**src/shared/sbrg_pkg.sv**
```systemverilog
package sbrg_pkg;
	// Register indices on the AXI4-Lite slave
	localparam logic [7:0] POWER_CONTROL_OFS = 8'h87;
	localparam logic [7:0] SERIAL_CONTROL_OFS = 8'h98;
	localparam logic [7:0] TIMER1_RELOAD_OFS = 8'h8c;
	localparam logic [7:0] TIMER2_RELOAD_LOW_OFS = 8'hca;
	localparam logic [7:0] TIMER2_RELOAD_HIGH_OFS = 8'hcb;
	localparam logic [7:0] BAUD_CTRL_OFS = 8'hc8;
	localparam logic [7:0] BAUD_STATUS_OFS = 8'hcc;
	// Byte addresses derived as four times the index
	localparam logic [9:0] POWER_CONTROL_ADDR = {POWER_CONTROL_OFS, 2'b00};
	localparam logic [9:0] SERIAL_CONTROL_ADDR = {SERIAL_CONTROL_OFS, 2'b00};
	localparam logic [9:0] TIMER1_RELOAD_ADDR = {TIMER1_RELOAD_OFS, 2'b00};
	localparam logic [9:0] TIMER2_RELOAD_LOW_ADDR = {TIMER2_RELOAD_LOW_OFS, 2'b00};
	localparam logic [9:0] TIMER2_RELOAD_HIGH_ADDR = {TIMER2_RELOAD_HIGH_OFS, 2'b00};
	localparam logic [9:0] BAUD_CTRL_ADDR = {BAUD_CTRL_OFS, 2'b00};
	localparam logic [9:0] BAUD_STATUS_ADDR = {BAUD_STATUS_OFS, 2'b00};
	// Field positions
	localparam int BAUD_DOUBLE_BIT = 7;
	localparam int MODE_HI_BIT = 7;
	localparam int MODE_LO_BIT = 6;
	localparam int T2_BAUD_MODE_BIT = 0;
	localparam int T2_EXT_CLK_BIT = 1;
	localparam int T1_RUN_BIT = 2;
	localparam int T2_SELECT_BIT = 3;
	// Reset values
	localparam logic [7:0] POWER_CONTROL_RST = 8'h00;
	localparam logic [7:0] SERIAL_CONTROL_RST = 8'h00;
	localparam logic [7:0] RELOAD_RST = 8'h00;
	localparam logic [7:0] BAUD_CTRL_RST = 8'h00;
	// Division figures
	localparam logic [3:0] MODE0_DIV = 4'hc;
	localparam logic [3:0] T1_PRESCALE = 4'hc;
	localparam logic [5:0] T1_BIT_DIV = 6'h20;
	localparam logic [5:0] MODE2_DIV_SLOW = 6'h40;
	localparam logic [5:0] MODE2_DIV_FAST = 6'h20;
	localparam logic [4:0] T2_BIT_DIV = 5'h10;
	localparam logic [1:0] T2_INT_PRESCALE = 2'h2;
	typedef enum logic [1:0] {
		SBRG_SHIFT_REG,
		SBRG_UART8_VAR,
		SBRG_UART9_FIXED,
		SBRG_UART9_VAR
	} sbrg_mode_t;
	typedef enum logic [1:0] {
		SBRG_RESP_OKAY = 2'h0,
		SBRG_RESP_SLVERR = 2'h2
	} sbrg_resp_t;
endpackage

```
**src/sbrg_core.sv**
```systemverilog
// Function
// - Mode 0 gives a bit tick every twelve oscillator clocks with no timer involved.
// - Mode 1 takes its rate from Timer 1 or Timer 2 overflow as configured.
// - With Timer 1, rate is K*fosc/(384*(256-reload byte)), K=2 when doubling set.
// - The doubling bit is bit 7 of the power control register at 87H.
// - Timer 2 clocked from its external pin gives the overflow rate divided by 16.
// - Timer 2 clocked internally gives fosc/(32*(65536-reload pair)).
// - Mode 2 rate is fosc/32 with doubling set and fosc/64 with it clear.
// - Mode 2 uses no timer, only the internal phase-2 clock.
// - Mode 3 selects and generates its rate exactly as mode 1.
// - Mode bits 00..11 select shift register, 8-bit UART, 9-bit fixed, 9-bit variable.
module sbrg_core #(
	parameter int ADDR_W = 10
) (
	// Clock and reset
	input wire logic aclk,
	input wire logic aresetn,
	// AXI4-Lite write
	input wire logic [ADDR_W-1:0] s_axi_awaddr,
	input wire logic s_axi_awvalid,
	output logic s_axi_awready,
	input wire logic [31:0] s_axi_wdata,
	input wire logic [3:0] s_axi_wstrb,
	input wire logic s_axi_wvalid,
	output logic s_axi_wready,
	output logic [1:0] s_axi_bresp,
	output logic s_axi_bvalid,
	input wire logic s_axi_bready,
	// AXI4-Lite read
	input wire logic [ADDR_W-1:0] s_axi_araddr,
	input wire logic s_axi_arvalid,
	output logic s_axi_arready,
	output logic [31:0] s_axi_rdata,
	output logic [1:0] s_axi_rresp,
	output logic s_axi_rvalid,
	input wire logic s_axi_rready,
	// Timer 2 external clock, already synchronous
	input wire logic timer2_ext_clock_pin,
	// Serial side
	output logic baud_tick,
	output logic [1:0] serial_mode,
	output logic multiproc_enable
);
	initial begin
		if (ADDR_W < 10) begin
			$error("ADDR_W must be at least 10");
		end
	end

	logic [7:0] power_control_q, serial_control_q, t1_reload_q, t2_low_q, t2_high_q, ctrl_q;
	logic [ADDR_W-1:0] awaddr_q;
	logic aw_have_q, w_have_q, bvalid_q, rvalid_q;
	logic [7:0] wdata_q;
	logic wstrb0_q;
	logic [1:0] bresp_q, rresp_q;
	logic [31:0] rdata_q;
	logic tick_q;

	function automatic logic map_hit(input logic [ADDR_W-1:0] a);
		logic [9:0] w;
		w = a[9:0];
		return (a[1:0] == 2'b00) && ((a >> 10) == '0) &&
			(w == sbrg_pkg::POWER_CONTROL_ADDR || w == sbrg_pkg::SERIAL_CONTROL_ADDR ||
			w == sbrg_pkg::TIMER1_RELOAD_ADDR || w == sbrg_pkg::TIMER2_RELOAD_LOW_ADDR ||
			w == sbrg_pkg::TIMER2_RELOAD_HIGH_ADDR || w == sbrg_pkg::BAUD_CTRL_ADDR ||
			w == sbrg_pkg::BAUD_STATUS_ADDR);
	endfunction

	// Write path: address and data taken in either order
	assign s_axi_awready = !aw_have_q && !bvalid_q;
	assign s_axi_wready = !w_have_q && !bvalid_q;
	wire aw_take = s_axi_awvalid && s_axi_awready;
	wire w_take = s_axi_wvalid && s_axi_wready;
	wire [ADDR_W-1:0] wr_addr = aw_take ? s_axi_awaddr : awaddr_q;
	wire wr_fire = (aw_have_q || aw_take) && (w_have_q || w_take);
	wire [7:0] wr_byte = w_take ? s_axi_wdata[7:0] : wdata_q;
	wire wr_strb = w_take ? s_axi_wstrb[0] : wstrb0_q;
	wire wr_hit = map_hit(wr_addr);
	wire [9:0] wr_a = wr_addr[9:0];
	wire wr_en = wr_fire && wr_hit && wr_strb;
	assign s_axi_bvalid = bvalid_q;
	assign s_axi_bresp = bresp_q;

	always_ff @(posedge aclk) begin
		if (!aresetn) begin
			aw_have_q <= 1'b0;
			w_have_q <= 1'b0;
			bvalid_q <= 1'b0;
			bresp_q <= 2'h0;
			awaddr_q <= '0;
			wdata_q <= 8'h00;
			wstrb0_q <= 1'b0;
		end else begin
			if (aw_take) begin
				awaddr_q <= s_axi_awaddr;
			end
			if (w_take) begin
				wdata_q <= s_axi_wdata[7:0];
				wstrb0_q <= s_axi_wstrb[0];
			end
			aw_have_q <= wr_fire ? 1'b0 : (aw_have_q || aw_take);
			w_have_q <= wr_fire ? 1'b0 : (w_have_q || w_take);
			if (wr_fire) begin
				bvalid_q <= 1'b1;
				bresp_q <= wr_hit ? sbrg_pkg::SBRG_RESP_OKAY : sbrg_pkg::SBRG_RESP_SLVERR;
			end else if (s_axi_bready) begin
				bvalid_q <= 1'b0;
			end
		end
	end

	// Register file; the status register is read-only
	always_ff @(posedge aclk) begin
		if (!aresetn) begin
			power_control_q <= sbrg_pkg::POWER_CONTROL_RST;
			serial_control_q <= sbrg_pkg::SERIAL_CONTROL_RST;
			t1_reload_q <= sbrg_pkg::RELOAD_RST;
			t2_low_q <= sbrg_pkg::RELOAD_RST;
			t2_high_q <= sbrg_pkg::RELOAD_RST;
			ctrl_q <= sbrg_pkg::BAUD_CTRL_RST;
		end else if (wr_en) begin
			if (wr_a == sbrg_pkg::POWER_CONTROL_ADDR) begin
				power_control_q <= wr_byte;
			end
			if (wr_a == sbrg_pkg::SERIAL_CONTROL_ADDR) begin
				serial_control_q <= wr_byte;
			end
			if (wr_a == sbrg_pkg::TIMER1_RELOAD_ADDR) begin
				t1_reload_q <= wr_byte;
			end
			if (wr_a == sbrg_pkg::TIMER2_RELOAD_LOW_ADDR) begin
				t2_low_q <= wr_byte;
			end
			if (wr_a == sbrg_pkg::TIMER2_RELOAD_HIGH_ADDR) begin
				t2_high_q <= wr_byte;
			end
			if (wr_a == sbrg_pkg::BAUD_CTRL_ADDR) begin
				ctrl_q <= wr_byte;
			end
		end
	end

	// Mode decode and rate sources
	wire baud_double = power_control_q[sbrg_pkg::BAUD_DOUBLE_BIT];
	wire [1:0] mode_bits = {serial_control_q[sbrg_pkg::MODE_HI_BIT],
		serial_control_q[sbrg_pkg::MODE_LO_BIT]};
	sbrg_pkg::sbrg_mode_t mode;
	assign mode = sbrg_pkg::sbrg_mode_t'(mode_bits);
	assign serial_mode = mode_bits;
	assign multiproc_enable = serial_control_q[5];
	wire t2_sel = ctrl_q[sbrg_pkg::T2_SELECT_BIT] && ctrl_q[sbrg_pkg::T2_BAUD_MODE_BIT];
	wire t2_ext = ctrl_q[sbrg_pkg::T2_EXT_CLK_BIT];
	wire t1_run = ctrl_q[sbrg_pkg::T1_RUN_BIT];

	logic [3:0] div12_q;
	logic [5:0] ph2_q;
	logic [7:0] t1_q;
	logic [5:0] t1_bit_q;
	logic [15:0] t2_q;
	logic [4:0] t2_bit_q;
	logic t2_pre_q, ext_prev_q;

	// Machine-cycle strobe: one oscillator clock in twelve
	wire cyc12 = (div12_q == sbrg_pkg::MODE0_DIV - 4'h1);
	// Timer 1 in 8-bit auto-reload counts machine cycles
	wire t1_ovf = t1_run && cyc12 && (t1_q == 8'hff);
	// 384 = 12 * 32; doubling halves the post-divider to 16
	wire [5:0] t1_lim = baud_double ? (sbrg_pkg::T1_BIT_DIV >> 1) : sbrg_pkg::T1_BIT_DIV;
	wire t1_tick = t1_ovf && (t1_bit_q == t1_lim - 6'h1);
	// Internal Timer 2 clock is fosc/2, external one counts pin rising edges
	wire t2_inc = t2_ext ? (timer2_ext_clock_pin && !ext_prev_q) : t2_pre_q;
	wire t2_ovf = t2_sel && t2_inc && (t2_q == 16'hffff);
	wire t2_tick = t2_ovf && (t2_bit_q == sbrg_pkg::T2_BIT_DIV - 5'h1);
	// Phase-2 clock divider for mode 2
	wire [5:0] ph2_lim = baud_double ? sbrg_pkg::MODE2_DIV_FAST : sbrg_pkg::MODE2_DIV_SLOW;
	// Exact match: a late switch to the fast rate wraps once rather than firing short
	wire ph2_tick = (ph2_q == ph2_lim - 6'h1);
	wire var_tick = t2_sel ? t2_tick : t1_tick;

	always_ff @(posedge aclk) begin
		if (!aresetn) begin
			div12_q <= 4'h0;
			ph2_q <= 6'h00;
			t2_pre_q <= 1'b0;
			ext_prev_q <= 1'b0;
		end else begin
			div12_q <= cyc12 ? 4'h0 : div12_q + 4'h1;
			ph2_q <= ph2_tick ? 6'h00 : ph2_q + 6'h01;
			t2_pre_q <= !t2_pre_q;
			ext_prev_q <= timer2_ext_clock_pin;
		end
	end

	always_ff @(posedge aclk) begin
		if (!aresetn) begin
			t1_q <= 8'h00;
			t1_bit_q <= 6'h00;
		end else begin
			if (t1_run && cyc12) begin
				t1_q <= (t1_q == 8'hff) ? t1_reload_q : t1_q + 8'h01;
			end
			if (t1_ovf) begin
				t1_bit_q <= t1_tick ? 6'h00 : t1_bit_q + 6'h01;
			end
		end
	end

	always_ff @(posedge aclk) begin
		if (!aresetn) begin
			t2_q <= 16'h0000;
			t2_bit_q <= 5'h00;
		end else if (!t2_sel) begin
			// Parked on the reload pair so the first period is not a full 16-bit sweep
			t2_q <= {t2_high_q, t2_low_q};
		end else if (t2_inc) begin
			t2_q <= (t2_q == 16'hffff) ? {t2_high_q, t2_low_q} : t2_q + 16'h0001;
			if (t2_ovf) begin
				t2_bit_q <= t2_tick ? 5'h00 : t2_bit_q + 5'h01;
			end
		end
	end

	// Source selected every cycle from the mode bits
	logic tick_d;
	always_comb begin
		unique case (mode)
			sbrg_pkg::SBRG_SHIFT_REG: tick_d = cyc12;
			sbrg_pkg::SBRG_UART8_VAR: tick_d = var_tick;
			sbrg_pkg::SBRG_UART9_FIXED: tick_d = ph2_tick;
			sbrg_pkg::SBRG_UART9_VAR: tick_d = var_tick;
		endcase
	end

	always_ff @(posedge aclk) begin
		if (!aresetn) begin
			tick_q <= 1'b0;
		end else begin
			tick_q <= tick_d;
		end
	end
	assign baud_tick = tick_q;

	// Read path
	wire ar_take = s_axi_arvalid && s_axi_arready;
	assign s_axi_arready = !rvalid_q;
	wire [9:0] rd_a = s_axi_araddr[9:0];
	logic [7:0] rd_byte;
	always_comb begin
		rd_byte = 8'h00;
		if (rd_a == sbrg_pkg::POWER_CONTROL_ADDR) rd_byte = power_control_q;
		if (rd_a == sbrg_pkg::SERIAL_CONTROL_ADDR) rd_byte = serial_control_q;
		if (rd_a == sbrg_pkg::TIMER1_RELOAD_ADDR) rd_byte = t1_reload_q;
		if (rd_a == sbrg_pkg::TIMER2_RELOAD_LOW_ADDR) rd_byte = t2_low_q;
		if (rd_a == sbrg_pkg::TIMER2_RELOAD_HIGH_ADDR) rd_byte = t2_high_q;
		if (rd_a == sbrg_pkg::BAUD_CTRL_ADDR) rd_byte = ctrl_q;
		if (rd_a == sbrg_pkg::BAUD_STATUS_ADDR) rd_byte = {4'h0, t2_sel, mode_bits, baud_double};
	end
	assign s_axi_rvalid = rvalid_q;
	assign s_axi_rdata = rdata_q;
	assign s_axi_rresp = rresp_q;

	always_ff @(posedge aclk) begin
		if (!aresetn) begin
			rvalid_q <= 1'b0;
			rdata_q <= 32'h0000_0000;
			rresp_q <= 2'h0;
		end else if (ar_take) begin
			rvalid_q <= 1'b1;
			rdata_q <= {24'h00_0000, map_hit(s_axi_araddr) ? rd_byte : 8'h00};
			rresp_q <= map_hit(s_axi_araddr) ? sbrg_pkg::SBRG_RESP_OKAY :
				sbrg_pkg::SBRG_RESP_SLVERR;
		end else if (s_axi_rready) begin
			rvalid_q <= 1'b0;
		end
	end

	// Assertions
	chk_mode0_period: assert property (@(posedge aclk) disable iff (!aresetn)
		(mode == sbrg_pkg::SBRG_SHIFT_REG && cyc12) |=> ##12 (tick_q || mode != $past(mode, 12)))
		else $error("mode 0 tick period wrong");
	chk_mode2_source: assert property (@(posedge aclk) disable iff (!aresetn)
		(mode == sbrg_pkg::SBRG_UART9_FIXED) |=> (tick_q == $past(ph2_tick)))
		else $error("mode 2 tick not from phase clock");
	chk_mode2_fast: assert property (@(posedge aclk) disable iff (!aresetn)
		(baud_double && ph2_tick) |-> (ph2_q == 6'h1f))
		else $error("doubled mode 2 divider wrong");
	chk_mode2_slow: assert property (@(posedge aclk) disable iff (!aresetn)
		(!baud_double && ph2_tick) |-> (ph2_q == 6'h3f))
		else $error("mode 2 divider wrong");
	chk_var_source: assert property (@(posedge aclk) disable iff (!aresetn)
		(mode_bits[0]) |=> (tick_q == $past(t2_sel ? t2_tick : t1_tick)))
		else $error("variable mode source wrong");
	chk_t1_reload: assert property (@(posedge aclk) disable iff (!aresetn)
		t1_ovf |=> (t1_q == $past(t1_reload_q)))
		else $error("timer 1 not reloaded");
	chk_t2_reload: assert property (@(posedge aclk) disable iff (!aresetn)
		t2_ovf |=> (t2_q == {$past(t2_high_q), $past(t2_low_q)}))
		else $error("timer 2 not reloaded");
	chk_double_bit: assert property (@(posedge aclk) disable iff (!aresetn)
		(wr_en && wr_a == sbrg_pkg::POWER_CONTROL_ADDR) |=> (baud_double == $past(wr_byte[7])))
		else $error("doubling bit not stored");
	chk_mode_track: assert property (@(posedge aclk) disable iff (!aresetn)
		serial_mode == serial_control_q[7:6])
		else $error("mode bits mismatch");
	cov_mode0: cover property (@(posedge aclk) mode == sbrg_pkg::SBRG_SHIFT_REG && tick_q);
	cov_t1: cover property (@(posedge aclk) mode == sbrg_pkg::SBRG_UART8_VAR && t1_tick);
	cov_t2: cover property (@(posedge aclk) mode == sbrg_pkg::SBRG_UART9_VAR && t2_tick);
	cov_mode2: cover property (@(posedge aclk) mode == sbrg_pkg::SBRG_UART9_FIXED && tick_q);
endmodule

```
**config.mk**
```make
export PLATFORM = sky130hd
export DESIGN_NAME = sbrg_core
export DESIGN_NICKNAME = d
export VERILOG_FILES = /design/src/shared/sbrg_pkg.sv /design/src/sbrg_core.sv
export SDC_FILE = /design/constraint.sdc
export NUM_CORES = 1
export LEC_CHECK = 0
export BUFFER_PORTS_ARGS = -buffer_cell sky130_fd_sc_hd__buf_2
export CORE_MARGIN = 1
export CORE_UTILIZATION = 57
export CTS_CLUSTER_DIAMETER = 40
export DETAILED_ROUTE_END_ITERATION = 16
export GPL_TIMING_DRIVEN = 0
export HOLD_SLACK_MARGIN = 0.06
export MAX_ROUTING_LAYER = met4
export PLACE_DENSITY = 0.81
export SLEW_MARGIN = 0
export SYNTH_ARGS = -nofsm -noshare
export SYNTH_HDL_FRONTEND = slang
export SYNTH_SLANG_ARGS = --single-unit
```
**constraint.sdc**
```tcl
create_clock -name aclk -period 4.6 [get_ports aclk]
set_clock_uncertainty 0.05 [all_clocks]
set_input_delay 0.46 -clock aclk [delete_from_list [all_inputs] [get_ports aclk]]
set_output_delay 0.46 -clock aclk [all_outputs]
set_load 0.05 [all_outputs]
```
==> flow_metrics.env, run 1 <==
export IMPL_outcome="finished clean"
export IMPL_drt_iter0_drc=524
export IMPL_num_vias=6108
export IMPL_grt_pass1_vias=5807
export IMPL_cp_end_kind="register"
export IMPL_h_tree_depth=4
export IMPL_cp_cell_sequence="ha_1 -> nand3_2 -> or4_1 -> buf_2 -> o21ai_2 -> buf_2 -> nor3_1 -> a31oi_1 -> a21oi_1"
export IMPL_cpMostUsedCell="buf_2"
export IMPL_insertion_delay_ns=0.54
export IMPL_nNetsFinal=942
export IMPL_p_int_mw=2.07
export IMPL_synth_cell_types=71
export IMPL_synth_edf_count=0
export IMPL_finalHoldViolCount=0
export IMPL_place_congestion=0.988
export IMPL_die_h_um=108
export IMPL_grt_first_pass_wirelength_mm=29.6
export IMPL_syn_inst=776
export IMPL_wl_per_cell_um=18.2
export IMPL_seqPwrFrac_pct=41.7
export IMPL_p_comb_share_pct=10.2
export IMPL_p_leak_nw=3.14
export IMPL_placement_rows=38
export IMPL_yosysSeqAreaShare_pct=40.3
export IMPL_yosys_area_top_type="dfxtp_1"
export IMPL_dr_pass1_iters=5
export IMPL_critPathLaunchType="register"
export IMPL_synth_compound_area_share_pct=16.2
export IMPL_max_freq_ghz=0.367
export IMPL_synth_xor_area_share_pct=2.59
export IMPL_die_x_um=108
export IMPL_min_path_type="primary input to register"
export IMPL_swShare_pct=25.7
export IMPL_yosys_area_share_simple_pct=24.0
export IMPL_cts_setup_buffers=0
export IMPL_hpwl_mm=13.6
export IMPL_max_cap_violations=0
export IMPL_final_setup_tns_ns=0
export IMPL_drive_gt1_share_pct=16.4
export IMPL_wirelength_mm=18.7
export IMPL_synth_top_family_by_area="simple AND/OR/NAND/NOR gates"
export IMPL_netlist_area_leader_share_pct=40.3
export IMPL_worst_setup_path_type="register to register"
export IMPL_crit_required_ns=4.94
export IMPL_synth_area_um2=6410
export IMPL_synth_avg_cell_area_um2=8.27
export IMPL_rsz0062_at_grt="false"
export IMPL_worst_pin_slew_ns=0.822
export IMPL_async_flop_share_pct=0
export IMPL_synth_fa_ha_area_share_pct=1.17
export IMPL_muxShareOfSynthArea_pct=9.07
export IMPL_grt_max_degree=17
export IMPL_report_final_slew_viol_count=0
export IMPL_holdWs_ns=0.0865
export IMPL_cp_arrival_ns=3.07
export IMPL_critPathMaxFanout=10
export IMPL_num_fill_cells=914
export IMPL_synth_ff_type="dfxtp_1"
export IMPL_initial_core_util_pct=58.9
export IMPL_timing_slew_headroom_pct=45.2
export IMPL_yosysWarnings=0
export IMPL_crit_slowest_cell="or4_1"
export IMPL_clock_path_buffers=2
export IMPL_power_switching_mw=0.715
export IMPL_min_period_ns=2.73
export IMPL_cts_buffers=17
export IMPL_ctsRootBufferMaster="clkbuf_8"
export IMPL_ys_ff_latch=129
export IMPL_clock_sinks=129
export IMPL_clk_pin_slew_ns=0.06
export IMPL_finalSetupViolations=0
export IMPL_post_drt_via_cell_ratio=5.96
export IMPL_antenna_found_initial=0
export IMPL_post_route_period_util_pct=59.3
export IMPL_power_per_cell_area_nw_per_um2=370
export IMPL_port_buffers=51
export IMPL_cts_tree="yes"
export IMPL_dieArea_um2=11700
export IMPL_grt_use_total_pct=34.6
export IMPL_final_util_pct=69.2
export IMPL_clock_power_share_pct=48.2
export IMPL_core_um2=10900
export IMPL_ant_nets=0
export IMPL_crit_path_max_incr_delay_ns=0.53
export IMPL_area_delta_synth_final_pct=17.4
export IMPL_synth_area_top_cells="dfxtp_1 40%, mux2i_1 7.5%, nand2_1 6.8%"
export IMPL_num_antenna_cells=0
export IMPL_route_detailed_drc=0
export IMPL_gr_total_overflow=0
export IMPL_ir_drop_uv=287
export IMPL_ios=109
cells by family after synthesis:
group	Yosys count
and+or+nand+nor	321
adders and majority gates	6
AOI/OAI and AO/OA	159
muxes	57
buffers and inverters	84
DFF	129
xor gates and xnor gates	19
other	1
final cells by class:
cell class	count	area [µm²]	area share, %
flip-flops and latches	129	2580	34.3
clock inverters	12	140	1.86
inverters	21	78.8	1.05
clock buffers	19	442	5.87
well taps	140	175	2.33
multi-input cells	588	3490	46.4
repair buffers	52	265	3.52
plain buffers	63	352	4.67
power by group through the flow:
stage	clock (mW)	combinational, mW	sequential (mW)
after floorplan	0	0.194	1.19
after global placement	0	0.273	1.18
after detailed placement	0	0.277	1.18
after CTS	1.34	0.279	1.16
after global routing	1.39	0.303	1.16
final	1.34	0.283	1.16
what timing repair did:
action,4_1_cts,5_1_grt
endpoints found under the hold margin,1,0
gates resized for setup,0,0
endpoints found under the setup margin,0,0
hold buffers,1,0
path summary, 6_finish.rpt:
path                              from          to  slack, ns  cells past startpoint
setup / recovery               t2_q[0]     t2_q[0]       1.87                      9
hold / removal    timer2_ext_clock_pin  ext_prev_q       0.09                      2
setup reg to reg               t2_q[0]     t2_q[0]       1.87                      9
hold reg to reg               t2_pre_q    t2_pre_q       0.38                      1
cell usage after synthesis (8+ instances only):
cell / n
nand3_1: 23
a21oi_1: 50
nor3_1: 21
dfxtp_1: 129
o21ai_0: 25
inv_1: 20
clkbuf_1: 26
xnor2_1: 12
buf_2: 8
nand2_1: 117
nor2_1: 86
mux2i_1: 48
o22ai_1: 16
mux2_2: 9
a211oi_1: 8
o2bb2ai_1: 9
and3_1: 8
buf_4: 28
flip-flops by register name, indices dropped and copies added (netlist names), 4 cells and up:
register	flops
t1_q	8
wdata_q	8
power_control_q	8
awaddr_q	10
t1_reload_q	8
ctrl_q	8
t2_high_q	8
serial_control_q	8
t1_bit_q	6
t2_low_q	8
s_axi_rdata	8
div12_q	4
t2_bit_q	5
t2_q	16
ph2_q	6
metal layers:
layer / vias to the layer above / share of wire (%) / wire [µm] / track usage (%)
met2: 288 / 47 / 8830 / 55.8
met5: - / 0 / 0 / -
met4: 0 / 2.9 / 550 / 15.9
met3: 53 / 8.3 / 1550 / 7.53
met1: 2872 / 42 / 7760 / 41.3
li1: 2895 / - / - / -
critical path, delay by kind of cell, from the launching register on:
kind	cells	cell delay, ns
AO/OA/AOI/OAI	3	0.63
adder cells (fa/ha/maj)	1	0.23
buffers and inverters	2	0.49
flip-flops	1	0.40
AND/OR/NAND/NOR	3	0.78
cell usage in the layout, fill, tap and decap left out, types with 21 or more instances in the layout:
cell | netlist | layout
nor3_1 | 21 | 21
buf_2 | 8 | 59
o21ai_0 | 25 | 25
dfxtp_1 | 129 | 129
nand2_1 | 117 | 117
a21oi_1 | 50 | 50
clkbuf_1 | 26 | 26
conb_1 | 1 | 26
nor2_1 | 86 | 86
mux2i_1 | 48 | 48
buf_4 | 28 | 28
nand3_1 | 23 | 23
metrics by stage:
stage	instances	instance area (µm²)	setup WS [ns]	total power, mW
6_report	1024	7530	1.87	2.78
5_1_grt	1024	7530	1.72	2.86
4_1_cts	1024	7530	1.94	2.78
3_5_place_dp	992	6940	1.92	1.46
3_3_place_gp	992	6940	1.91	1.45
2_1_floorplan	801	6510	2.21	1.39
No activity file was read; power rests on OpenSTA's default activity.
==> run 2: changes to the inputs <==
Settings changed: CORE_UTILIZATION 57 to 56, PLACE_DENSITY 0.81 to 0.8.
Clock period 4.6 ns to 2.78 ns, I/O delays scaled along.
==> flow_metrics.env, run 2 (synthesis gave the netlist of run 1 again) <==
export IMPL_num_vias=6088
export IMPL_crit_slowest_cell="or4_1"
export IMPL_place_ws_ns=0.161
export IMPL_p_comb_share_pct=10.0
export IMPL_port_buffers=51
export IMPL_clk_pin_slew_ns=0.05
export IMPL_area_delta_synth_final_pct=18.2
export IMPL_critPathMaxFanout=10
export IMPL_initial_core_util_pct=58.4
export IMPL_wl_per_cell_um=18.2
export IMPL_wirelength_mm=18.6
export IMPL_ctsRootBufferMaster="clkbuf_16"
export IMPL_die_x_um=109
export IMPL_reg_largest_list="t2_q (16), awaddr_q (10)"
export IMPL_drt_iter0_drc=520
export IMPL_clock_path_buffers=2
export IMPL_placement_rows=38
export IMPL_timing_slew_headroom_pct=46.7
export IMPL_dr_pass1_iters=5
export IMPL_report_final_slew_viol_count=0
export IMPL_ant_nets=0
export IMPL_hpwl_mm=13.6
export IMPL_grt_use_total_pct=33.3
export IMPL_ir_drop_uv=622
export IMPL_antenna_found_initial=0
export IMPL_crit_path_max_incr_delay_ns=0.53
export IMPL_worst_pin_slew_ns=0.800
export IMPL_h_tree_depth=4
export IMPL_finalHoldViolCount=0
export IMPL_power_switching_mw=1.15
export IMPL_total_power_mw=4.72
export IMPL_grt_first_pass_wirelength_mm=28.5
export IMPL_multiInputGateArea_um2=3500
export IMPL_p_leak_nw=3.16
export IMPL_route_detailed_drc=0
export IMPL_grt_pass1_vias=5588
export IMPL_holdWs_ns=0.0665
export IMPL_swShare_pct=24.4
export IMPL_cts_buffers=17
export IMPL_placed_area_um2=6940
export IMPL_max_freq_ghz=0.376
export IMPL_grt_max_degree=17
export IMPL_top_register="t2_q"
export IMPL_p_int_mw=3.56
export IMPL_num_antenna_cells=0
export IMPL_num_fill_cells=905
export IMPL_worst_setup_path_type="register to register"
export IMPL_power_per_cell_area_nw_per_um2=622
export IMPL_nNetsFinal=943
export IMPL_final_common_cell="dfxtp_1"
export IMPL_worst_slack_ns=0.117
export IMPL_cp_cell_sequence="ha_1 -> nand3_2 -> or4_1 -> buf_2 -> o21ai_4 -> clkbuf_4 -> nor3_1 -> a31oi_1 -> a21oi_1"
export IMPL_fin_cells=1023
export IMPL_drive_gt1_share_pct=16.2
export IMPL_core_um2=11000
export IMPL_gr_total_overflow=0
export IMPL_crit_required_ns=3.00
export IMPL_crit_buf_inv=2
export IMPL_clock_sinks=129
export IMPL_dieArea_um2=11900
export IMPL_fin_area_um2=7580
export IMPL_clock_power_share_pct=49.3
export IMPL_cts_setup_buffers=0
export IMPL_seqPwrFrac_pct=40.7
export IMPL_post_route_period_util_pct=95.8
export IMPL_min_path_type="primary input to register"
export IMPL_min_period_ns=2.66
export IMPL_max_cap_violations=0
export IMPL_cp_end_kind="register"
export IMPL_largest_reg_flops=16
export IMPL_place_inst=992
export IMPL_die_h_um=109
export IMPL_cts_tree="yes"
export IMPL_outcome="finished clean"
export IMPL_cp_top_family="simple AND/OR/NAND/NOR gates"
export IMPL_ios=109
export IMPL_post_drt_via_cell_ratio=5.95
export IMPL_cp_arrival_ns=2.88
export IMPL_final_cell_mix="129 x dfxtp_1, 117 x nand2_1, 85 x nor2_1"
export IMPL_finalSetupViolations=0
export IMPL_insertion_delay_ns=0.42
export IMPL_critPathLaunchType="register"
export IMPL_regArea_um2=2580
export IMPL_place_congestion=0.907
run 2: final cells by class:
cell class | instances | area share (%)
multi-input combinational | 588 | 46.2
sequential | 129 | 34.1
clock buffer | 24 | 6.75
buffer | 63 | 4.67
timing repair buffer | 53 | 3.63
tap | 140 | 2.31
clock inverter | 5 | 1.32
inverter | 21 | 1.04
run 2: power by group through the flow:
stage | clock network, mW | registers, mW | logic [mW]
2_1_floorplan | 0 | 1.97 | 0.321
3_3_place_gp | 0 | 1.96 | 0.453
3_5_place_dp | 0 | 1.96 | 0.459
4_1_cts | 2.32 | 1.92 | 0.464
5_1_grt | 2.41 | 1.92 | 0.501
6_report | 2.33 | 1.92 | 0.469
run 2: worst register-to-register path: stages, from the launching register on:
cell      delay, ns
dfxtp_1        0.41
ha_1           0.24
nand3_2        0.14
or4_1          0.53
buf_2          0.19
o21ai_4        0.28
clkbuf_4       0.28
nor3_1         0.07
a31oi_1        0.22
a21oi_1        0.10
run 2: what timing repair did:
item                                    in CTS  in global routing
endpoints found under the setup margin       0                 11
hold buffers                                 2                  0
hold endpoints to repair                     2                  0
resized for setup                            0                  3
run 2: routing by layer:
metal | routed length (µm) | up-vias | track usage [%] | share of wire [%]
met1 | 7920 | 2879 | 40.8 | 43
li1 | - | 2891 | - | -
met4 | 437 | 0 | 11.5 | 2.4
met2 | 8780 | 271 | 53.5 | 47
met3 | 1430 | 47 | 8.01 | 7.7
met5 | 0 | - | - | 0
run 2: worst paths after layout:
check | depth (start not counted) | slack (ns) | start | endpoint
max reg2reg | 9 | 0.12 | t2_q[0] | t2_q[0]
min reg2reg | 1 | 0.39 | t2_pre_q | t2_pre_q
min | 3 | 0.07 | s_axi_awaddr[1] | awaddr_q[1]
max | 9 | 0.12 | t2_q[0] | t2_q[0]
run 2: metrics by stage:
stage	TNS (ns)	utilization (%)
floorplan	0	-
global placement	0	63.2
detailed placement	0	63.2
CTS	0	68.9
global route	-0.00643	69.0
finish	0	69.0
==> run 3: changes to the inputs <==
Settings changed: BUFFER_PORTS_ARGS -buffer_cell sky130_fd_sc_hd__buf_2 to default, CORE_UTILIZATION 56 to 57, DONT_BUFFER_PORTS from default to 1, PLACE_DENSITY 0.8 to 0.72.
==> flow_metrics.env, run 3 (synthesis gave the netlist of run 1 again) <==
export IMPL_num_fill_cells=905
export IMPL_insertion_delay_ns=0.54
export IMPL_port_buffers=0
export IMPL_post_route_period_util_pct=93.3
export IMPL_crit_buf_inv=2
export IMPL_placement_rows=38
export IMPL_worst_setup_path_type="register to register"
export IMPL_die_x_um=108
export IMPL_final_cell_mix="128 x dfxtp_1, 116 x nand2_1, 85 x nor2_1"
export IMPL_core_um2=10900
export IMPL_r2r_start="s_axi_bvalid"
export IMPL_gr_total_overflow=0
export IMPL_reg2reg_to="t1_reload_q[0]"
export IMPL_hpwl_mm=13.4
export IMPL_drt_iter0_drc=495
export IMPL_top_register="t2_q"
export IMPL_critPathMaxFanout=8
export IMPL_dr_pass1_iters=6
export IMPL_r2r_setup_slack_ns=0.19
export IMPL_cpMostUsedCell="clkbuf_1"
export IMPL_holdWs_ns=0.128
export IMPL_worst_pin_slew_ns=0.910
export IMPL_ios=109
export IMPL_holdCritStartpoint="s_axi_araddr[0]"
export IMPL_reg_largest_list="t2_q (16), awaddr_q (10)"
export IMPL_clock_path_buffers=2
export IMPL_initial_core_util_pct=58.9
export IMPL_rsz0062_at_grt="false"
export IMPL_cts_buffers=17
export IMPL_place_ws_ns=-0.0670
export IMPL_antenna_found_initial=0
export IMPL_drive_gt1_share_pct=11.6
export IMPL_min_path_type="primary input to register"
export IMPL_num_antenna_cells=0
export IMPL_crit_path_max_incr_delay_ns=0.49
export IMPL_ir_drop_uv=451
export IMPL_wirelength_mm=18.8
export IMPL_max_cap_violations=0
export IMPL_report_final_slew_viol_count=0
export IMPL_worst_slack_ns=0.186
export IMPL_grt_pass1_vias=5615
export IMPL_cp_end_kind="register"
export IMPL_grt_first_pass_wirelength_mm=29.3
export IMPL_critPathLaunchType="register"
export IMPL_outcome="finished clean"
export IMPL_crit_slowest_cell="or3b_2"
export IMPL_cp_cell_sequence="or3b_2 -> clkbuf_1 -> nand3_1 -> o22ai_1 -> o21ai_0 -> a31o_2 -> clkbuf_1 -> o2bb2ai_1"
export IMPL_num_vias=5973
export IMPL_p_leak_nw=3.03
export IMPL_cp_top_family="compound AO/OA/AOI/OAI gates"
export IMPL_largest_reg_flops=16
export IMPL_ctsRootBufferMaster="clkbuf_8"
export IMPL_min_period_ns=2.59
export IMPL_final_util_pct=69.5
export IMPL_timing_slew_headroom_pct=39.1
export IMPL_h_tree_depth=4
export IMPL_clk_pin_slew_ns=0.06
export IMPL_grt_use_total_pct=34.4
export IMPL_ant_nets=0
export IMPL_dieArea_um2=11700
export IMPL_post_drt_via_cell_ratio=6.00
export IMPL_die_h_um=108
export IMPL_max_freq_ghz=0.386
export IMPL_cts_tree="yes"
export IMPL_grt_max_degree=17
export IMPL_crit_required_ns=3.19
export IMPL_nNetsFinal=913
export IMPL_cp_arrival_ns=3.00
export IMPL_wl_per_cell_um=18.8
export IMPL_hold_path_depth=4
export IMPL_power_per_cell_area_nw_per_um2=623
export IMPL_place_congestion=0.923
export IMPL_finalSetupViolations=0
export IMPL_final_common_cell="dfxtp_1"
export IMPL_area_delta_synth_final_pct=17.9
export IMPL_route_detailed_drc=0
export IMPL_total_power_mw=4.71
export IMPL_reg2reg_depth=8
export IMPL_clock_sinks=129
export IMPL_finalHoldViolCount=0
export IMPL_whs_endpoint="s_axi_rresp[1]"
run 3: cell count changes in the layout (fill, tap and decap cells not counted), sizes merged:
cell | previous run | this run
clkbuf | 51 | 50
buf | 87 | 37
clkinvlp | 0 | 2
clkinv | 2 | 3
dlygate4sd3 | 2 | 23
run 3: what timing repair did:
item                                   CTS  global route
hold buffers                            23             0
resized for setup                        1             5
endpoints found under the hold margin   30             0
pin swaps                                0             0
setup buffers                            0             0
setup endpoints to repair               23            19
run 3: layout make-up:
| cell class | instances | area (µm²) | share of cell area, % |
|---|---|---|---|
| plain buffers | 63 | 352 | 4.65 |
| multi-input cells | 588 | 3520 | 46.5 |
| inverters | 21 | 78.8 | 1.04 |
| clock buffers | 24 | 500 | 6.62 |
| flip-flops and latches | 129 | 2580 | 34.2 |
| clock inverters | 8 | 124 | 1.64 |
| well taps | 140 | 175 | 2.32 |
| repair buffers | 23 | 230 | 3.04 |
run 3: tightest hold or removal path: cells and delay by family:
family | cells | cell delay, ns
AND/OR/NAND/NOR | 2 | 0.17
AO/OA/AOI/OAI | 2 | 0.22
run 3: how the worst max path moves through the flow:
stage                 startpoint                  end  slack, ns  cells past startpoint
floorplan           s_axi_bvalid            ctrl_q[0]       0.39                      7
global placement    s_axi_bvalid       t1_reload_q[0]      -0.05                      8
detailed placement  s_axi_bvalid  serial_control_q[2]      -0.07                      7
CTS                 s_axi_bvalid            ctrl_q[4]       0.12                      7
global route        s_axi_bvalid       t1_reload_q[0]       0.04                      8
finish              s_axi_bvalid       t1_reload_q[0]       0.19                      8
run 3: where the power goes:
part	switching (mW)	internal [mW]	total, mW
Clock	0.829	1.51	2.34
Sequential	0.0512	1.89	1.94
Combinational	0.296	0.138	0.434
run 3: metal layers:
layer	vias to the layer above	track usage (%)	share of wire [%]	routed length [µm]
met4	0	13.6	2.4	450
met3	45	10.0	8.2	1540
met2	276	53.8	46	8700
met1	2824	41.6	43	8060
li1	2828	-	-	-
met5	-	-	0	0
run 3: through the flow:
step | instance area (µm²) | std cells | setup TNS (ns)
2_1_floorplan | 6510 | 801 | 0
3_3_place_gp | 6680 | 941 | -0.512
3_5_place_dp | 6680 | 941 | -0.640
4_1_cts | 7540 | 996 | 0
5_1_grt | 7560 | 996 | 0
6_report | 7560 | 996 | 0
